[src/include/tsc_pkg.sv]
// Shared constants for the temperature sensor conversion control block
`default_nettype none

package tsc_pkg;

	// ==============================================================
	// Clock and time base
	localparam int CLK_HZ      = 125_000_000;
	localparam int TICK_US     = 1000;
	localparam int TICK_CYCLES = (CLK_HZ / 1_000_000) * TICK_US;

	// ==============================================================
	// Longest conversion time per resolution, and nonvolatile write time, in ms
	localparam logic [7:0] CONV_MS_9BIT  = 8'h19;
	localparam logic [7:0] CONV_MS_10BIT = 8'h32;
	localparam logic [7:0] CONV_MS_11BIT = 8'h64;
	localparam logic [7:0] CONV_MS_12BIT = 8'hC8;
	localparam logic [7:0] NV_WRITE_MS   = 8'h0A;

	// ==============================================================
	// Register addresses seen by the serial engine
	localparam logic [7:0] ADDR_CFG_RD = 8'h00;
	localparam logic [7:0] ADDR_CFG_WR = 8'h80;

	// ==============================================================
	// Configuration/status field positions
	localparam int BIT_SHUTDOWN     = 0;
	localparam int BIT_RES_LO       = 1;
	localparam int BIT_RES_HI       = 2;
	localparam int BIT_THERMO       = 3;
	localparam int BIT_ONESHOT      = 4;
	localparam int BIT_NV_PENDING   = 5;
	localparam int BIT_WRITE_TARGET = 6;

	// ==============================================================
	// Factory power-up values
	localparam logic       SHUTDOWN_RESET = 1'b1;
	localparam logic [1:0] RES_RESET      = 2'b00;
	localparam logic       THERMO_RESET   = 1'b0;
	localparam logic [7:0] CFG_RESET      = 8'h01;

	// ==============================================================
	// Conversion sequencer states, Gray on every step except STORE to SHUTDOWN
	typedef enum logic [1:0] {
		ST_SHUTDOWN = 2'b00,
		ST_CONVERT  = 2'b01,
		ST_STORE    = 2'b11
	} tsc_state_t;

endpackage

`default_nettype wire

[src/hdl/tsc_ms_timer.sv]
// Millisecond interval timer: one start pulse, one done pulse after limit_ms
`timescale 1ns/1ps
`default_nettype none

module tsc_ms_timer #(
	parameter int TICK_CYCLES = tsc_pkg::TICK_CYCLES
) (
	input  wire logic       sys_clk,   // System clock
	input  wire logic       sys_rst,   // Synchronous reset, active high
	input  wire logic       start,     // Start pulse, restarts a running interval
	input  wire logic [7:0] limit_ms,  // Interval length in ms
	output logic            done       // One-cycle pulse at interval end
);

	// ==============================================================
	// Elaboration check
	if (TICK_CYCLES < 1) begin : g_bad_tick
		$error("TICK_CYCLES must be at least 1");
	end

	logic        running;
	logic [31:0] tick_cnt;
	logic [7:0]  ms_cnt;
	logic [7:0]  limit;
	logic        tick;

	assign tick = running && (tick_cnt == 32'(TICK_CYCLES - 1));

	// ==============================================================
	// Divider and interval count
	always_ff @(posedge sys_clk) begin
		if (sys_rst) begin
			running  <= 1'b0;
			tick_cnt <= 32'h0000_0000;
			ms_cnt   <= 8'h00;
			limit    <= 8'h00;
			done     <= 1'b0;
		end else begin
			done <= 1'b0;
			if (start) begin
				running  <= (limit_ms != 8'h00);
				done     <= (limit_ms == 8'h00);
				tick_cnt <= 32'h0000_0000;
				ms_cnt   <= 8'h00;
				limit    <= limit_ms;
			end else if (running) begin
				tick_cnt <= tick ? 32'h0000_0000 : tick_cnt + 32'h0000_0001;
				if (tick) begin
					ms_cnt <= ms_cnt + 8'h01;
					if (ms_cnt + 8'h01 == limit) begin
						running <= 1'b0;
						done    <= 1'b1;
					end
				end
			end
		end
	end

	// ==============================================================
	// Checks
	logic [39:0] elapsed;

	always_ff @(posedge sys_clk) begin
		if (sys_rst || start) begin
			elapsed <= 40'h00_0000_0000;
		end else begin
			elapsed <= elapsed + 40'h00_0000_0001;
		end
	end
endmodule

`default_nettype wire

[src/hdl/tsc_conv_ctrl.sv]
// Conversion configuration/status register and conversion sequencer
//
// Notes on behaviour
// - Two-bit resolution field, factory value 00, held as a nonvolatile setting.
// - Codes 00..11 give 9..12 bits within 25, 50, 100, 200 ms; host-writable.
// - Shutdown select is bit 0, factory value 1, host read/write, nonvolatile.
// - Shutdown select 0 converts back to back, storing each finished result.
// - Setting shutdown finishes and stores the running conversion, then shuts down.
// - The serial register port keeps working while shut down.
// - One-shot does exactly one conversion, stores it, returns to shutdown.
`timescale 1ns/1ps
`default_nettype none

module tsc_conv_ctrl #(
	parameter int TICK_CYCLES = tsc_pkg::TICK_CYCLES
) (
	input  wire logic        sys_clk,                  // System clock, 125 MHz
	input  wire logic        sys_rst,                  // Synchronous reset, active high
	input  wire logic        reg_wr_stb,               // Register write strobe from serial engine
	input  wire logic [7:0]  reg_addr,                 // Register address byte
	input  wire logic [7:0]  reg_wr_data,              // Register write data
	input  wire logic        serial_busy,              // Serial transfer in progress
	input  wire logic        serial_format_select_pin, // Format pin, asynchronous
	input  wire logic [11:0] sensor_sample,            // Front-end result, valid at conversion end
	output logic [7:0]       config_status,            // Configuration/status read value
	output logic [15:0]      temp_value,               // Temperature register
	output logic             adc_start,                // Front-end start pulse
	output logic             low_power,                // Shutdown state reached
	output logic             lsb_first,                // Serial bytes go LSB first
	output logic             nv_write_strobe           // Commit configuration to nonvolatile store
);

	// ==============================================================
	// Elaboration check
	if (TICK_CYCLES < 1) begin : g_bad_tick
		$error("TICK_CYCLES must be at least 1");
	end

	tsc_pkg::tsc_state_t state;

	logic       shutdown_select;
	logic [1:0] resolution_select;
	logic       thermostat_behaviour_select;
	logic       config_write_target_select;
	logic       single_conversion_trigger;
	logic       nonvolatile_write_pending;
	logic [7:0] conv_limit_ms;
	logic       conv_done;
	logic       nv_done;
	logic       cfg_wr;
	logic       store_now;
	logic [2:0] fmt_sync;

	// Writes are refused while a nonvolatile commit runs, so the stored image stays whole
	assign cfg_wr    = reg_wr_stb && (reg_addr == tsc_pkg::ADDR_CFG_WR) && !nonvolatile_write_pending;
	// Result waits for an idle serial port so a read never sees a torn value
	assign store_now = (state == tsc_pkg::ST_STORE) && !serial_busy;

	// ==============================================================
	// Configuration fields, writable in every state
	always_ff @(posedge sys_clk) begin
		if (sys_rst) begin
			shutdown_select             <= tsc_pkg::SHUTDOWN_RESET;
			resolution_select           <= tsc_pkg::RES_RESET;
			thermostat_behaviour_select <= tsc_pkg::THERMO_RESET;
			config_write_target_select  <= 1'b0;
		end else if (cfg_wr) begin
			shutdown_select             <= reg_wr_data[tsc_pkg::BIT_SHUTDOWN];
			resolution_select           <= reg_wr_data[tsc_pkg::BIT_RES_HI:tsc_pkg::BIT_RES_LO];
			thermostat_behaviour_select <= reg_wr_data[tsc_pkg::BIT_THERMO];
			config_write_target_select  <= reg_wr_data[tsc_pkg::BIT_WRITE_TARGET];
		end
	end

	// ==============================================================
	// Single-conversion trigger; a new set beats the completion clear
	always_ff @(posedge sys_clk) begin
		if (sys_rst) begin
			single_conversion_trigger <= 1'b0;
		end else if (cfg_wr && shutdown_select && reg_wr_data[tsc_pkg::BIT_ONESHOT]) begin
			single_conversion_trigger <= 1'b1;
		end else if (store_now || (cfg_wr && shutdown_select)) begin
			single_conversion_trigger <= 1'b0;
		end
	end

	// ==============================================================
	// Nonvolatile commit
	always_ff @(posedge sys_clk) begin
		if (sys_rst) begin
			nonvolatile_write_pending <= 1'b0;
			nv_write_strobe           <= 1'b0;
		end else begin
			nv_write_strobe <= cfg_wr && reg_wr_data[tsc_pkg::BIT_WRITE_TARGET];
			if (cfg_wr && reg_wr_data[tsc_pkg::BIT_WRITE_TARGET]) begin
				nonvolatile_write_pending <= 1'b1;
			end else if (nv_done) begin
				nonvolatile_write_pending <= 1'b0;
			end
		end
	end

	tsc_ms_timer #(
		.TICK_CYCLES (TICK_CYCLES)
	) u_nv_timer (
		.sys_clk  (sys_clk),
		.sys_rst  (sys_rst),
		.start    (nv_write_strobe),
		.limit_ms (tsc_pkg::NV_WRITE_MS),
		.done     (nv_done)
	);

	// ==============================================================
	// Conversion sequencer
	always_ff @(posedge sys_clk) begin
		if (sys_rst) begin
			state         <= tsc_pkg::ST_SHUTDOWN;
			adc_start     <= 1'b0;
			conv_limit_ms <= tsc_pkg::CONV_MS_9BIT;
		end else begin
			adc_start <= 1'b0;
			unique case (state)
				tsc_pkg::ST_SHUTDOWN: begin
					if (!shutdown_select || single_conversion_trigger) begin
						state     <= tsc_pkg::ST_CONVERT;
						adc_start <= 1'b1;
					end
				end
				tsc_pkg::ST_CONVERT: begin
					// Shutdown select is not looked at here: a running conversion always ends
					if (conv_done) begin
						state <= tsc_pkg::ST_STORE;
					end
				end
				tsc_pkg::ST_STORE: begin
					if (store_now) begin
						if (!shutdown_select) begin
							state     <= tsc_pkg::ST_CONVERT;
							adc_start <= 1'b1;
						end else begin
							state <= tsc_pkg::ST_SHUTDOWN;
						end
					end
				end
				default: begin
					state <= tsc_pkg::ST_SHUTDOWN;
				end
			endcase
			if (state != tsc_pkg::ST_CONVERT) begin
				unique case (resolution_select)
					2'b00: conv_limit_ms <= tsc_pkg::CONV_MS_9BIT;
					2'b01: conv_limit_ms <= tsc_pkg::CONV_MS_10BIT;
					2'b10: conv_limit_ms <= tsc_pkg::CONV_MS_11BIT;
					2'b11: conv_limit_ms <= tsc_pkg::CONV_MS_12BIT;
				endcase
			end
		end
	end

	tsc_ms_timer #(
		.TICK_CYCLES (TICK_CYCLES)
	) u_conv_timer (
		.sys_clk  (sys_clk),
		.sys_rst  (sys_rst),
		.start    (adc_start),
		.limit_ms (conv_limit_ms),
		.done     (conv_done)
	);

	// ==============================================================
	// Temperature register, unused low bits zero at lower resolutions
	always_ff @(posedge sys_clk) begin
		if (sys_rst) begin
			temp_value <= 16'h0000;
		end else if (store_now) begin
			temp_value <= {sensor_sample, 4'h0} & (16'hFFFF << (3'd7 - {1'b0, resolution_select}));
		end
	end

	// ==============================================================
	// Status outputs, one cycle behind the fields
	always_ff @(posedge sys_clk) begin
		if (sys_rst) begin
			config_status <= tsc_pkg::CFG_RESET;
			low_power     <= 1'b1;
		end else begin
			config_status <= {1'b0, config_write_target_select, nonvolatile_write_pending,
				single_conversion_trigger, thermostat_behaviour_select, resolution_select,
				shutdown_select};
			low_power     <= (state == tsc_pkg::ST_SHUTDOWN);
		end
	end

	// ==============================================================
	// Format pin: three stages, a change counts once stages two and three agree
	always_ff @(posedge sys_clk) begin
		if (sys_rst) begin
			// Pin level that gives lsb_first 0 at reset, so no false change follows reset
			fmt_sync  <= 3'b111;
			lsb_first <= 1'b0;
		end else begin
			fmt_sync <= {fmt_sync[1:0], serial_format_select_pin};
			if (fmt_sync[1] == fmt_sync[2]) begin
				lsb_first <= !fmt_sync[2];
			end
		end
	end
endmodule

`default_nettype wire

[config.mk]
export PLATFORM = sky130hd
export DESIGN_NAME = tsc_conv_ctrl
export DESIGN_NICKNAME = d
export VERILOG_FILES = /design/src/include/tsc_pkg.sv /design/src/hdl/tsc_ms_timer.sv /design/src/hdl/tsc_conv_ctrl.sv
export SDC_FILE = /design/constraint.sdc
export NUM_CORES = 1
export LEC_CHECK = 0
export ABC_AREA = 1
export BUFFER_PORTS_ARGS = -buffer_cell sky130_fd_sc_hd__buf_2
export CAP_MARGIN = 20
export CORE_ASPECT_RATIO = 0.5
export CORE_UTILIZATION = 31
export CTS_CLUSTER_DIAMETER = 30
export DETAILED_ROUTE_END_ITERATION = 6
export GPL_ROUTABILITY_DRIVEN = 0
export PLACE_DENSITY = 0.47
export SYNTH_ARGS = -nofsm -noshare
export SYNTH_HDL_FRONTEND = slang
export SYNTH_HIERARCHICAL = 1
export SYNTH_SLANG_ARGS = --single-unit
[constraint.sdc]
create_clock -name sys_clk -period 4.3 [get_ports sys_clk]
set_input_delay 0.215 -clock sys_clk [delete_from_list [all_inputs] [get_ports sys_clk]]
set_output_delay 0.215 -clock sys_clk [all_outputs]
set_load 0.05 [all_outputs]
---- Word-level counts from Yosys, hierarchy flattened ----
Index checks and enable logic that the tools add are counted.
word-level totals
  bits in registers ....................... 141
cells by class
  add/sub/neg operators ................... 5
  equal/unequal tests ..................... 15
  shift-type cells ........................ 1
  mux-type cells .......................... 29
  bitwise gates (word level) .............. 3
  reductions and logical operators ........ 26
operators by type and width
  kind                     count
  $add A32 B1 Y32 const B  2
  $eq A32 B17 Y1 const B   2
  $mux W32                 2
  $pmux W8 S4              1
  $mux W1                  21
  $add A8 B1 Y8 const B    2
  $and A16 B16 Y16         1
  $shl A16 B3 Y16 const A  1
  $eq A8 B4 Y1             1
  $eq A8 B8 Y1             1
  $eq A8 B8 Y1 const B     1
  $logic_and A1 B1 Y1      8
  $logic_not A8 Y1         1
  $reduce_bool A8 Y1       1
  $eq A2 B2 Y1 const B     3
  $mux W2                  3
  $pmux W2 S3              1
  $eq A2 B1 Y1 const B     2
  $logic_not A1 Y1         4
  $logic_not A2 Y1         2
  $ne A2 B1 Y1 const B     2
  $ne A2 B2 Y1 const B     2
  $reduce_and A2 Y1        2
  $reduce_bool A2 Y1       2
  8 further kinds          11

---- Longest topological paths before layout ----
Gate-level depths: netlist of the first run.
  word-level depth ........................ 7
  mapped depth ............................ 12

---- Hierarchy ----
Netlist of the first run, hierarchy kept.
by module, submodules not included
  module         instances  cells each  area an instance (um2)  sequential area each (um2)
  tsc_ms_timer   2          447         2871.5                  1001.0
  tsc_conv_ctrl  1          205         1695.4                  860.8

---- Worst setup path after synthesis of the first run ----
Ideal clock, no wire load.
  path type ............................... reg2reg
  start point ............................. register u_conv_timer.tick_cnt[0]
  end point ............................... register u_conv_timer.ms_cnt[2]
  arrival ................................. 1.447 ns
  data required time ...................... 4.170 ns
  setup slack ............................. 2.723 ns
  cell stages (with the launch flop) ...... 11
  path buffers ............................ 2
  cell sequence ........................... dfxtp_1 -> ha_1 -> clkbuf_2 -> nand2_1 -> nor2_1 -> nand2_1 -> nor2_1 -> a21oi_2 -> inv_2 -> buf_2 -> o22ai_1
on the way
  word-level cells in the longest chain between the ends .. 3
RTL lines
  item                                line                RTL
  from (decl)                         tsc_ms_timer.sv:22  logic [31:0] tick_cnt;
  from (signal assigned)              tsc_ms_timer.sv:47  tick_cnt <= tick ? 32'h0000_0000 : tick_cnt + 32'h0000_0001;
  $eq A32 B17 Y1                      tsc_ms_timer.sv:27  assign tick = running && (tick_cnt == 32'(TICK_CYCLES - 1));
  $logic_and A1 B1 Y1                 tsc_ms_timer.sv:27
  $reduce_and A2 Y1 (no source line)  --
  to (signal assigned)                tsc_ms_timer.sv:49  ms_cnt <= ms_cnt + 8'h01;
  to (decl)                           tsc_ms_timer.sv:23  logic [7:0] ms_cnt;
Every way passes these cells.
A chain may end at the register's enable or synchronous reset.

---- Worst setup path after layout of the first run ----
  start point ............................. register u_nv_timer.tick_cnt[0]
  end point ............................... register u_nv_timer.tick_cnt[23]
on the way
  word-level cells in the longest chain between the ends .. 3
  elaborated cells between the ends (all ways) .. 4
  those cells by class .................... add/sub (1); eq/ne (1); mux (1); reduce/logical (1)
RTL lines
  item                                                     line
  from (decl)                                              tsc_ms_timer.sv:22
  from (signal assigned)                                   tsc_ms_timer.sv:47
  branches (longest 2 deep; another with $add A32 B1 Y32)  --
  $mux W32 (*)                                             tsc_ms_timer.sv:47
Mark *: on every way between the ends.

==> impl_metrics.yaml, run 1 <==
final_layout:
  fin_nets: 1217
  layout-drive-gt1-share: 0.1239
  fin_area_um2: 8743
  area_growth_pct: 17.54
  diodes: 0
  fillerInstances: 2460
  utilization: 0.3772
critical_path:
  r2r_start: "u_nv_timer/tick_cnt[0]"
  criticalPathCategory: "flip-flop to flip-flop"
  critPathBufInv: 1
  max_stage_delay_ps: 650
  critPathSlowestCell: "a21oi_2"
  crit_family: "compound AO/OA/AOI/OAI gates"
  crit_fanout: 16
  path_cells: "ha_1 > nand2_1 > nor2_1 > nand2_1 > nor2_1 > a21oi_2 > inv_2 > a21oi_1 > o21a_1"
  worst-r2r-setup-slack_ps: 1940
  cp.depth: 9
  endpoint_kind: "flip-flop"
  startpoint: "u_nv_timer/tick_cnt[0]"
  crit_end: "u_nv_timer/tick_cnt[23]"
  regToRegEndpoint: "u_nv_timer/tick_cnt[23]"
  critical_path_arrival_ps: 2730
  cp.required_ps: 4670
  worstSetupStartpointType: "flip-flop"
  r2r_cells: 9
yosys:
  muxShareOfSynthArea: 0
  yosysSeqAreaShare: 0.3849
  synth_top_family_by_area: "simple AND/OR/NAND/NOR gates"
  synth_fa_ha_area_frac: 0.01850
  ys_ff_latch: 143
  synth_simple_gate_area_frac: 0.3685
  synthDistinctLibCells: 45
  synth_xor_area_frac: 0.01177
  yosysWarnings: 6
  netlist_area_um2: 7438
  synth-compound-area-share: 0.1183
  syn_inst: 1099
  synth.avg_cell_area_um2: 6.768
floorplanning:
  initial_core_util: 0.3209
  core_um2: 23180
  dieHeight_um: 111.5
  fp.dieW_um: 221.1
  rows: 39
  pin_count: 61
  fp.dieArea_um2: 24660
drt:
  drtIter0Drc: 422
  first_pass_iters: 5
  wire_per_inst_um: 12.60
  finalWirelength_mm: 18.82
  via_per_inst: 4.659
  drc_errors: 0
  num_vias: 6956
  drtAntennaViolNets: 0
sta:
  fin_crit_ps: 2357
  tns_ps: 0
  hold_viol_final: 0
  skew_ps: 9.065
  fmax_mhz: 424.2
  rsz0062_at_grt: "false"
  setup_viol: 0
  timing.hold.ws_ps: 15.39
  finalCritPeriodShare: 0.5482
  maxSlewHeadroom: 0.4696
  tightest_slew_ps: 795.6
  report.final.slew_viol_count: 0
clocking:
  clock-sinks: 143
  clock_latency_ps: 430
  htree_levels: 4
  cts-resized-gates: 0
  cts_tree: "yes"
  cts_root_buffer: "clkbuf_16"
  path_clk_slew_ps: 60
  clock_path_buffers: 2
  numCtsBuffers: 17
global_routing:
  grt_pass1_wl_mm: 31.78
  antenna_found_initial: 0
  grt_pass1_vias: 6531
  track_usage: 0.1584
  gr-total-overflow: 0
  grt_max_degree: 28
placed_design:
  port_buffers: 53
  hpwl_mm: 14.11
  place_area_um2: 8026
flow_run:
  max_cap_viol_count: 0
pwr:
  p_per_area_nw_per_um2: 376.3
  ir_drop_v: 0.0001677
  cellLeakagePower_nw: 3.562
min_path:
  hold_path_class: "input port to flip-flop"
status:
  outcome: "complete, no violations"
-- what timing repair did --
item	CTS	global route
buffers inserted	0	0
endpoints found under the hold margin	6	0
hold buffers	6	0
-- worst min-delay path by stage --
stage	slack, ps	start	endpoint	cells after the start
finish	20	sensor_sample[5]	temp_value[9]	3
global route	20	sensor_sample[11]	temp_value[15]	3
CTS	0.6	reg_wr_data[2]	resolution_select[1]	3
detailed placement	400	fmt_sync[0]	fmt_sync[1]	1
global placement	390	fmt_sync[2]	lsb_first	1
floorplan	280	sys_rst	u_conv_timer/running	1
-- kinds of logic (layout without fill, tap and decap cells) --
group,count (synthesis),count (layout)
AOI/OAI and AO/OA,159,159
xor gates and xnor gates,10,10
adders and majority gates,11,11
buffers and inverters,179,247
DFF,143,143
other,2,21
and+or+nand+nor,595,595
-- cell usage after synthesis (all sizes together) --
library cell / count / area share
and3: 4 / 0.0034
nand4: 21 / 0.022
nor4: 14 / 0.012
o211ai: 1 / 0.0010
xnor2: 2 / 0.0024
o22ai: 12 / 0.010
a21boi: 2 / 0.0020
o21ai: 56 / 0.038
xor2: 8 / 0.0094
ha: 11 / 0.019
a31oi: 7 / 0.0059
a211oi: 5 / 0.0050
nand3: 86 / 0.063
a21oi: 64 / 0.044
conb: 2 / 0.0010
dfxtp: 143 / 0.38
a21o: 1 / 0.0010
nand3b: 3 / 0.0040
inv: 155 / 0.078
nand2: 275 / 0.14
nor3: 47 / 0.039
nor3b: 6 / 0.0074
or2: 3 / 0.0025
clkbuf: 6 / 0.0034
a221oi: 2 / 0.0024
nor2: 136 / 0.076
buf: 18 / 0.015
o31ai: 5 / 0.0050
o21a: 4 / 0.0040
-- registers in the layout (all words and copies together) (netlist names), 3 cells and up --
register,count
config_status,7
conv_limit_ms,8
fmt_sync,3
temp_value,12
u_conv_timer/limit,8
u_conv_timer/ms_cnt,8
u_conv_timer/tick_cnt,32
u_nv_timer/limit,8
u_nv_timer/ms_cnt,8
u_nv_timer/tick_cnt,32
-- final cells by class --
class,count,area (um2),area share
multi-input combinational,796,3925,0.4489
clock inverter,10,182.7,0.02089
clock buffer,22,474.2,0.05424
tap,307,384.1,0.04393
inverter,155,581.8,0.06654
sequential,143,2863,0.3274
timing repair buffer,60,332.8,0.03807
-- cell usage in the layout, fill, tap and decap left out, types with 11 or more instances in the layout --
| cell type | Yosys | layout |
|---|---|---|
| nor3_1 | 41 | 41 |
| o21ai_0 | 40 | 40 |
| a21oi_1 | 62 | 62 |
| inv_1 | 134 | 134 |
| nor2_1 | 122 | 122 |
| nand2_1 | 271 | 271 |
| ha_1 | 11 | 11 |
| nor4_1 | 14 | 14 |
| o22ai_1 | 12 | 12 |
| nand4_1 | 19 | 19 |
| conb_1 | 2 | 21 |
| inv_2 | 21 | 21 |
| o21ai_1 | 16 | 16 |
| clkbuf_16 | 0 | 17 |
| dfxtp_1 | 143 | 143 |
| buf_2 | 8 | 53 |
| nand3_1 | 79 | 79 |
-- stage by stage --
stage | instances | power (mW) | setup slack, ps
after floorplan | 1118 | 1.591 | 2723
after global placement | 1455 | 1.648 | 1808
after detailed placement | 1455 | 1.650 | 1867
after CTS | 1493 | 3.342 | 1951
after global routing | 1493 | 3.425 | 1708
final | 1493 | 3.290 | 1943
-- power breakdown --
group	switching (mW)	total, mW	internal (mW)
combinational	0.171	0.245	0.0740
sequential	0.0211	1.38	1.36
clock	0.592	1.67	1.07
-- routing by layer --
| layer | vias to the layer above | routed length (um) | global-route usage | share of wire |
|---|---|---|---|---|
| li1 | 3718 | - | - | - |
| met1 | 3149 | 9646 | 0.2099 | 0.51 |
| met2 | 74 | 8514 | 0.2618 | 0.45 |
| met3 | 15 | 463 | 0.03167 | 0.025 |
| met4 | 0 | 195 | 0.04522 | 0.010 |
| met5 | - | 0 | 0 | 0 |
-- tightest hold or removal path: stages --
cell	delay, ps
buf_2	80
nor2_1	30
nor2_1	80
(Power assumes the default switching activity.)
==> inputs of run 2 (changes only) <==
ABC_AREA = 0   (was 1)
clock period = 2.21 ns   (was 4.3 ns; I/O delays follow)
==> run 2 against run 1 <==
  * The run now ends with DRC left
  * Critical endpoint is now u_nv_timer/running
  * Routed wire length decreased by 30%
  * Synthesized cell count decreased by 34%
  * Global-route usage decreased by 3.1 points
  * Largest power group unchanged
  * First-iteration DRC count decreased by 47%
  * Non-clock buffer count rose by 28
  * Count of clock-buffer cells in the layout fell by 4
  * Clock skew is 1.8 ps higher
  * Final cell count fell by 26%
  * Sequential power is 88% higher
  * Clock power increased by 92%
  * Hold slack better by 39 ps
  * Largest cell class unchanged
==> impl_metrics.yaml, run 2 <==
drt:
  wire_per_inst_um: 11.95
  via_per_inst: 4.547
  drtIter0Drc: 222
  drtAntennaViolNets: 0
  finalWirelength_mm: 13.14
  num_vias: 5002
  first_pass_iters: 6
  drc_errors: 1
critical_path:
  max_stage_delay_ps: 470
  critPathSlowestCell: "or3_4"
  critical_path_arrival_ps: 2290
  worstSetupStartpointType: "flip-flop"
  endpoint_kind: "flip-flop"
  r2r_cells: 5
  crit_family: "simple AND/OR/NAND/NOR gates"
  criticalPathCategory: "flip-flop to flip-flop"
  regToRegEndpoint: "u_nv_timer/running"
  r2r_start: "u_nv_timer/tick_cnt[20]"
  cp.required_ps: 2480
  path_cells: "nor4_1 > nand4_1 > or3_4 > nor4_2 > o22ai_1"
  critPathBufInv: 0
  worst-r2r-setup-slack_ps: 190
  crit_fanout: 9
yosys:
  synth_edf_count: 0
  yosysTopAreaCell: "dfxtp_1"
  synth_common_cells: "143 x dfxtp_1, 107 x nor2_1, 69 x nand2_1"
  synthDistinctLibCells: 50
  synth.avg_cell_area_um2: 8.924
  synth_top_area_frac: 0.4413
  ys_ff_latch: 143
  async_flop_share: 0
  synth.most_common_cell: "dfxtp_1"
  yosysSeqAreaShare: 0.4413
  yosysWarnings: 6
  syn_inst: 727
  netlist_area_um2: 6487
  synth.area.top_cells: "dfxtp_1 44%, xnor2_1 6.5%, nor2_1 6.2%"
  synth_ff_type: "dfxtp_1"
pwr:
  combPwrFrac: 0.033
  cellLeakagePower_nw: 2.877
  p_per_area_nw_per_um2: 752.6
  intPower_mw: 4.695
  ir_drop_v: 0.0005460
  p_sw_mw: 1.302
  pwr-share-clk: 0.535
  power_frac_seq: 0.432
  power.share.switching: 0.2171
placed_design:
  place_area_um2: 7139
  hpwl_mm: 9.029
  port_buffers: 53
min_path:
  min_to: "thermostat_behaviour_select"
  worstHoldPathCells: 3
  hold_path_class: "input port to flip-flop"
  hp-start: "reg_wr_data[3]"
final_layout:
  fin_area_um2: 7968
  fin_nets: 865
  area_growth_pct: 22.82
  fillerInstances: 2022
  diodes: 0
  top_regs: "u_conv_timer/tick_cnt: 32 flops, u_nv_timer/tick_cnt: 32 flops, temp_value: 12 flops"
  layout-drive-gt1-share: 0.1619
  layout_common_cells: "143 x dfxtp_1, 107 x nor2_1, 69 x nand2_1"
  final_common_cell: "dfxtp_1"
floorplanning:
  dieHeight_um: 104.3
  rows: 36
  core_um2: 19950
  pin_count: 61
  fp.dieArea_um2: 21540
  initial_core_util: 0.3251
  fp.dieW_um: 206.6
sta:
  report.final.slew_viol_count: 0
  tightest_slew_ps: 528.2
  tns_ps: 0
  setup_viol: 0
  skew_ps: 10.83
  fin_crit_ps: 2021
  maxSlewHeadroom: 0.6479
  hold_viol_final: 0
  finalCritPeriodShare: 0.9145
  fmax_mhz: 494.8
  rsz0062_at_grt: "false"
global_routing:
  grt_pass1_vias: 4800
  met2_usage: 0.2064
  grt-busiest-layer: "met2"
  grt_max_degree: 31
  gr-total-overflow: 0
  antenna_found_initial: 0
  grt_util_met3: 0.03665
  track_usage: 0.1279
  globalRouteMet1Util: 0.1636
  grt_pass1_wl_mm: 22.29
status:
  outcome: "complete, but fails checks"
  violations: "DRC"
flow_run:
  max_cap_viol_count: 0
clocking:
  htree_levels: 4
  clock_path_buffers: 2
  numCtsBuffers: 17
  cts_root_buffer: "clkbuf_16"
  clock-sinks: 143
  cts_tree: "yes"
  path_clk_slew_ps: 70
  clock_latency_ps: 420
## run 2: changes by cell type in the layout (fill, tap and decap cells not counted), moves of 14 or more
cell,change
o21ai_1,-16
a21oi_1,-30
o21ai_0,-22
nand3_1,-47
buf_4,+16
or3_1,+14
xnor2_1,+46
nor3_1,-24
inv_1,-114
xor2_1,+28
nand2_1,-202
nor2_1,-15
mux2i_1,+26
inv_2,-20
## run 2: what timing repair did
item | 4_1_cts | 5_1_grt
resized for setup | 0 | 2
setup endpoints to repair | 0 | 4
setup buffers | 0 | 0
hold buffers | 16 | 0
hold endpoints to repair | 17 | 0
## run 2: logic make-up after synthesis
kind of cell | synth area share
AND/OR/NAND/NOR | 0.2766
flip-flops | 0.4413
XOR/XNOR | 0.1134
AO/OA/AOI/OAI | 0.05863
buffers and inverters | 0.04069
multiplexers | 0.04706
adder cells (fa/ha/maj) | 0.02121
other | 0.001158
## run 2: final cells by class
| cell class | count | area (um2) | share of cell area |
|---|---|---|---|
| clock buffer | 18 | 429.2 | 0.05386 |
| sequential | 143 | 2863 | 0.3593 |
| inverter | 21 | 78.83 | 0.009893 |
| clock inverter | 14 | 229.0 | 0.02874 |
| timing repair buffer | 88 | 593.1 | 0.07443 |
| tap | 266 | 332.8 | 0.04177 |
| multi-input combinational | 550 | 3442 | 0.4320 |
## run 2: per-layer routing
layer	share of wire	vias up	wire, um
li1	-	2631	-
met1	0.51	2322	6654
met2	0.46	41	6066
met3	0.024	8	314
met4	0.0080	0	105
met5	0	-	0
## run 2: metrics by stage
stage	cells	utilization	power (mW)	setup WS, ps	hold slack (ps)
2_1_floorplan	746	-	2.771	351.1	193.2
6_report	1100	0.3993	5.997	189.1	54.60
3_3_place_gp	1052	0.3578	2.827	160.1	315.5
3_5_place_dp	1052	0.3578	2.828	46.72	316.0
5_1_grt	1100	0.3993	6.229	9.230	58.41
4_1_cts	1100	0.3988	6.096	26.02	40.07
## run 2: worst register-to-register path: stages, from the launching register on
cell     delay (ps)
dfxtp_1         350
nor4_1          350
nand4_1         200
or3_4           470
nor4_2          380
o22ai_1         130
## run 2: worst max path at each step
stage	from	end	slack [ps]	cells past startpoint
2_1_floorplan	u_conv_timer/tick_cnt[0]	u_conv_timer/ms_cnt[3]	350	8
3_3_place_gp	u_nv_timer/tick_cnt[20]	u_nv_timer/running	160	5
3_5_place_dp	u_nv_timer/tick_cnt[20]	u_nv_timer/running	50	5
4_1_cts	u_nv_timer/tick_cnt[20]	u_nv_timer/running	30	5
5_1_grt	u_nv_timer/tick_cnt[20]	u_nv_timer/running	9	5
6_report	u_nv_timer/tick_cnt[20]	u_nv_timer/running	190	5
## run 2: power groups by stage
stage / logic, mW / registers [mW] / clock network, mW
after floorplan: 0.117 / 2.65 / 0
after global placement: 0.176 / 2.65 / 0
after detailed placement: 0.177 / 2.65 / 0
after CTS: 0.199 / 2.59 / 3.31
after global routing: 0.220 / 2.59 / 3.42
final: 0.197 / 2.59 / 3.21
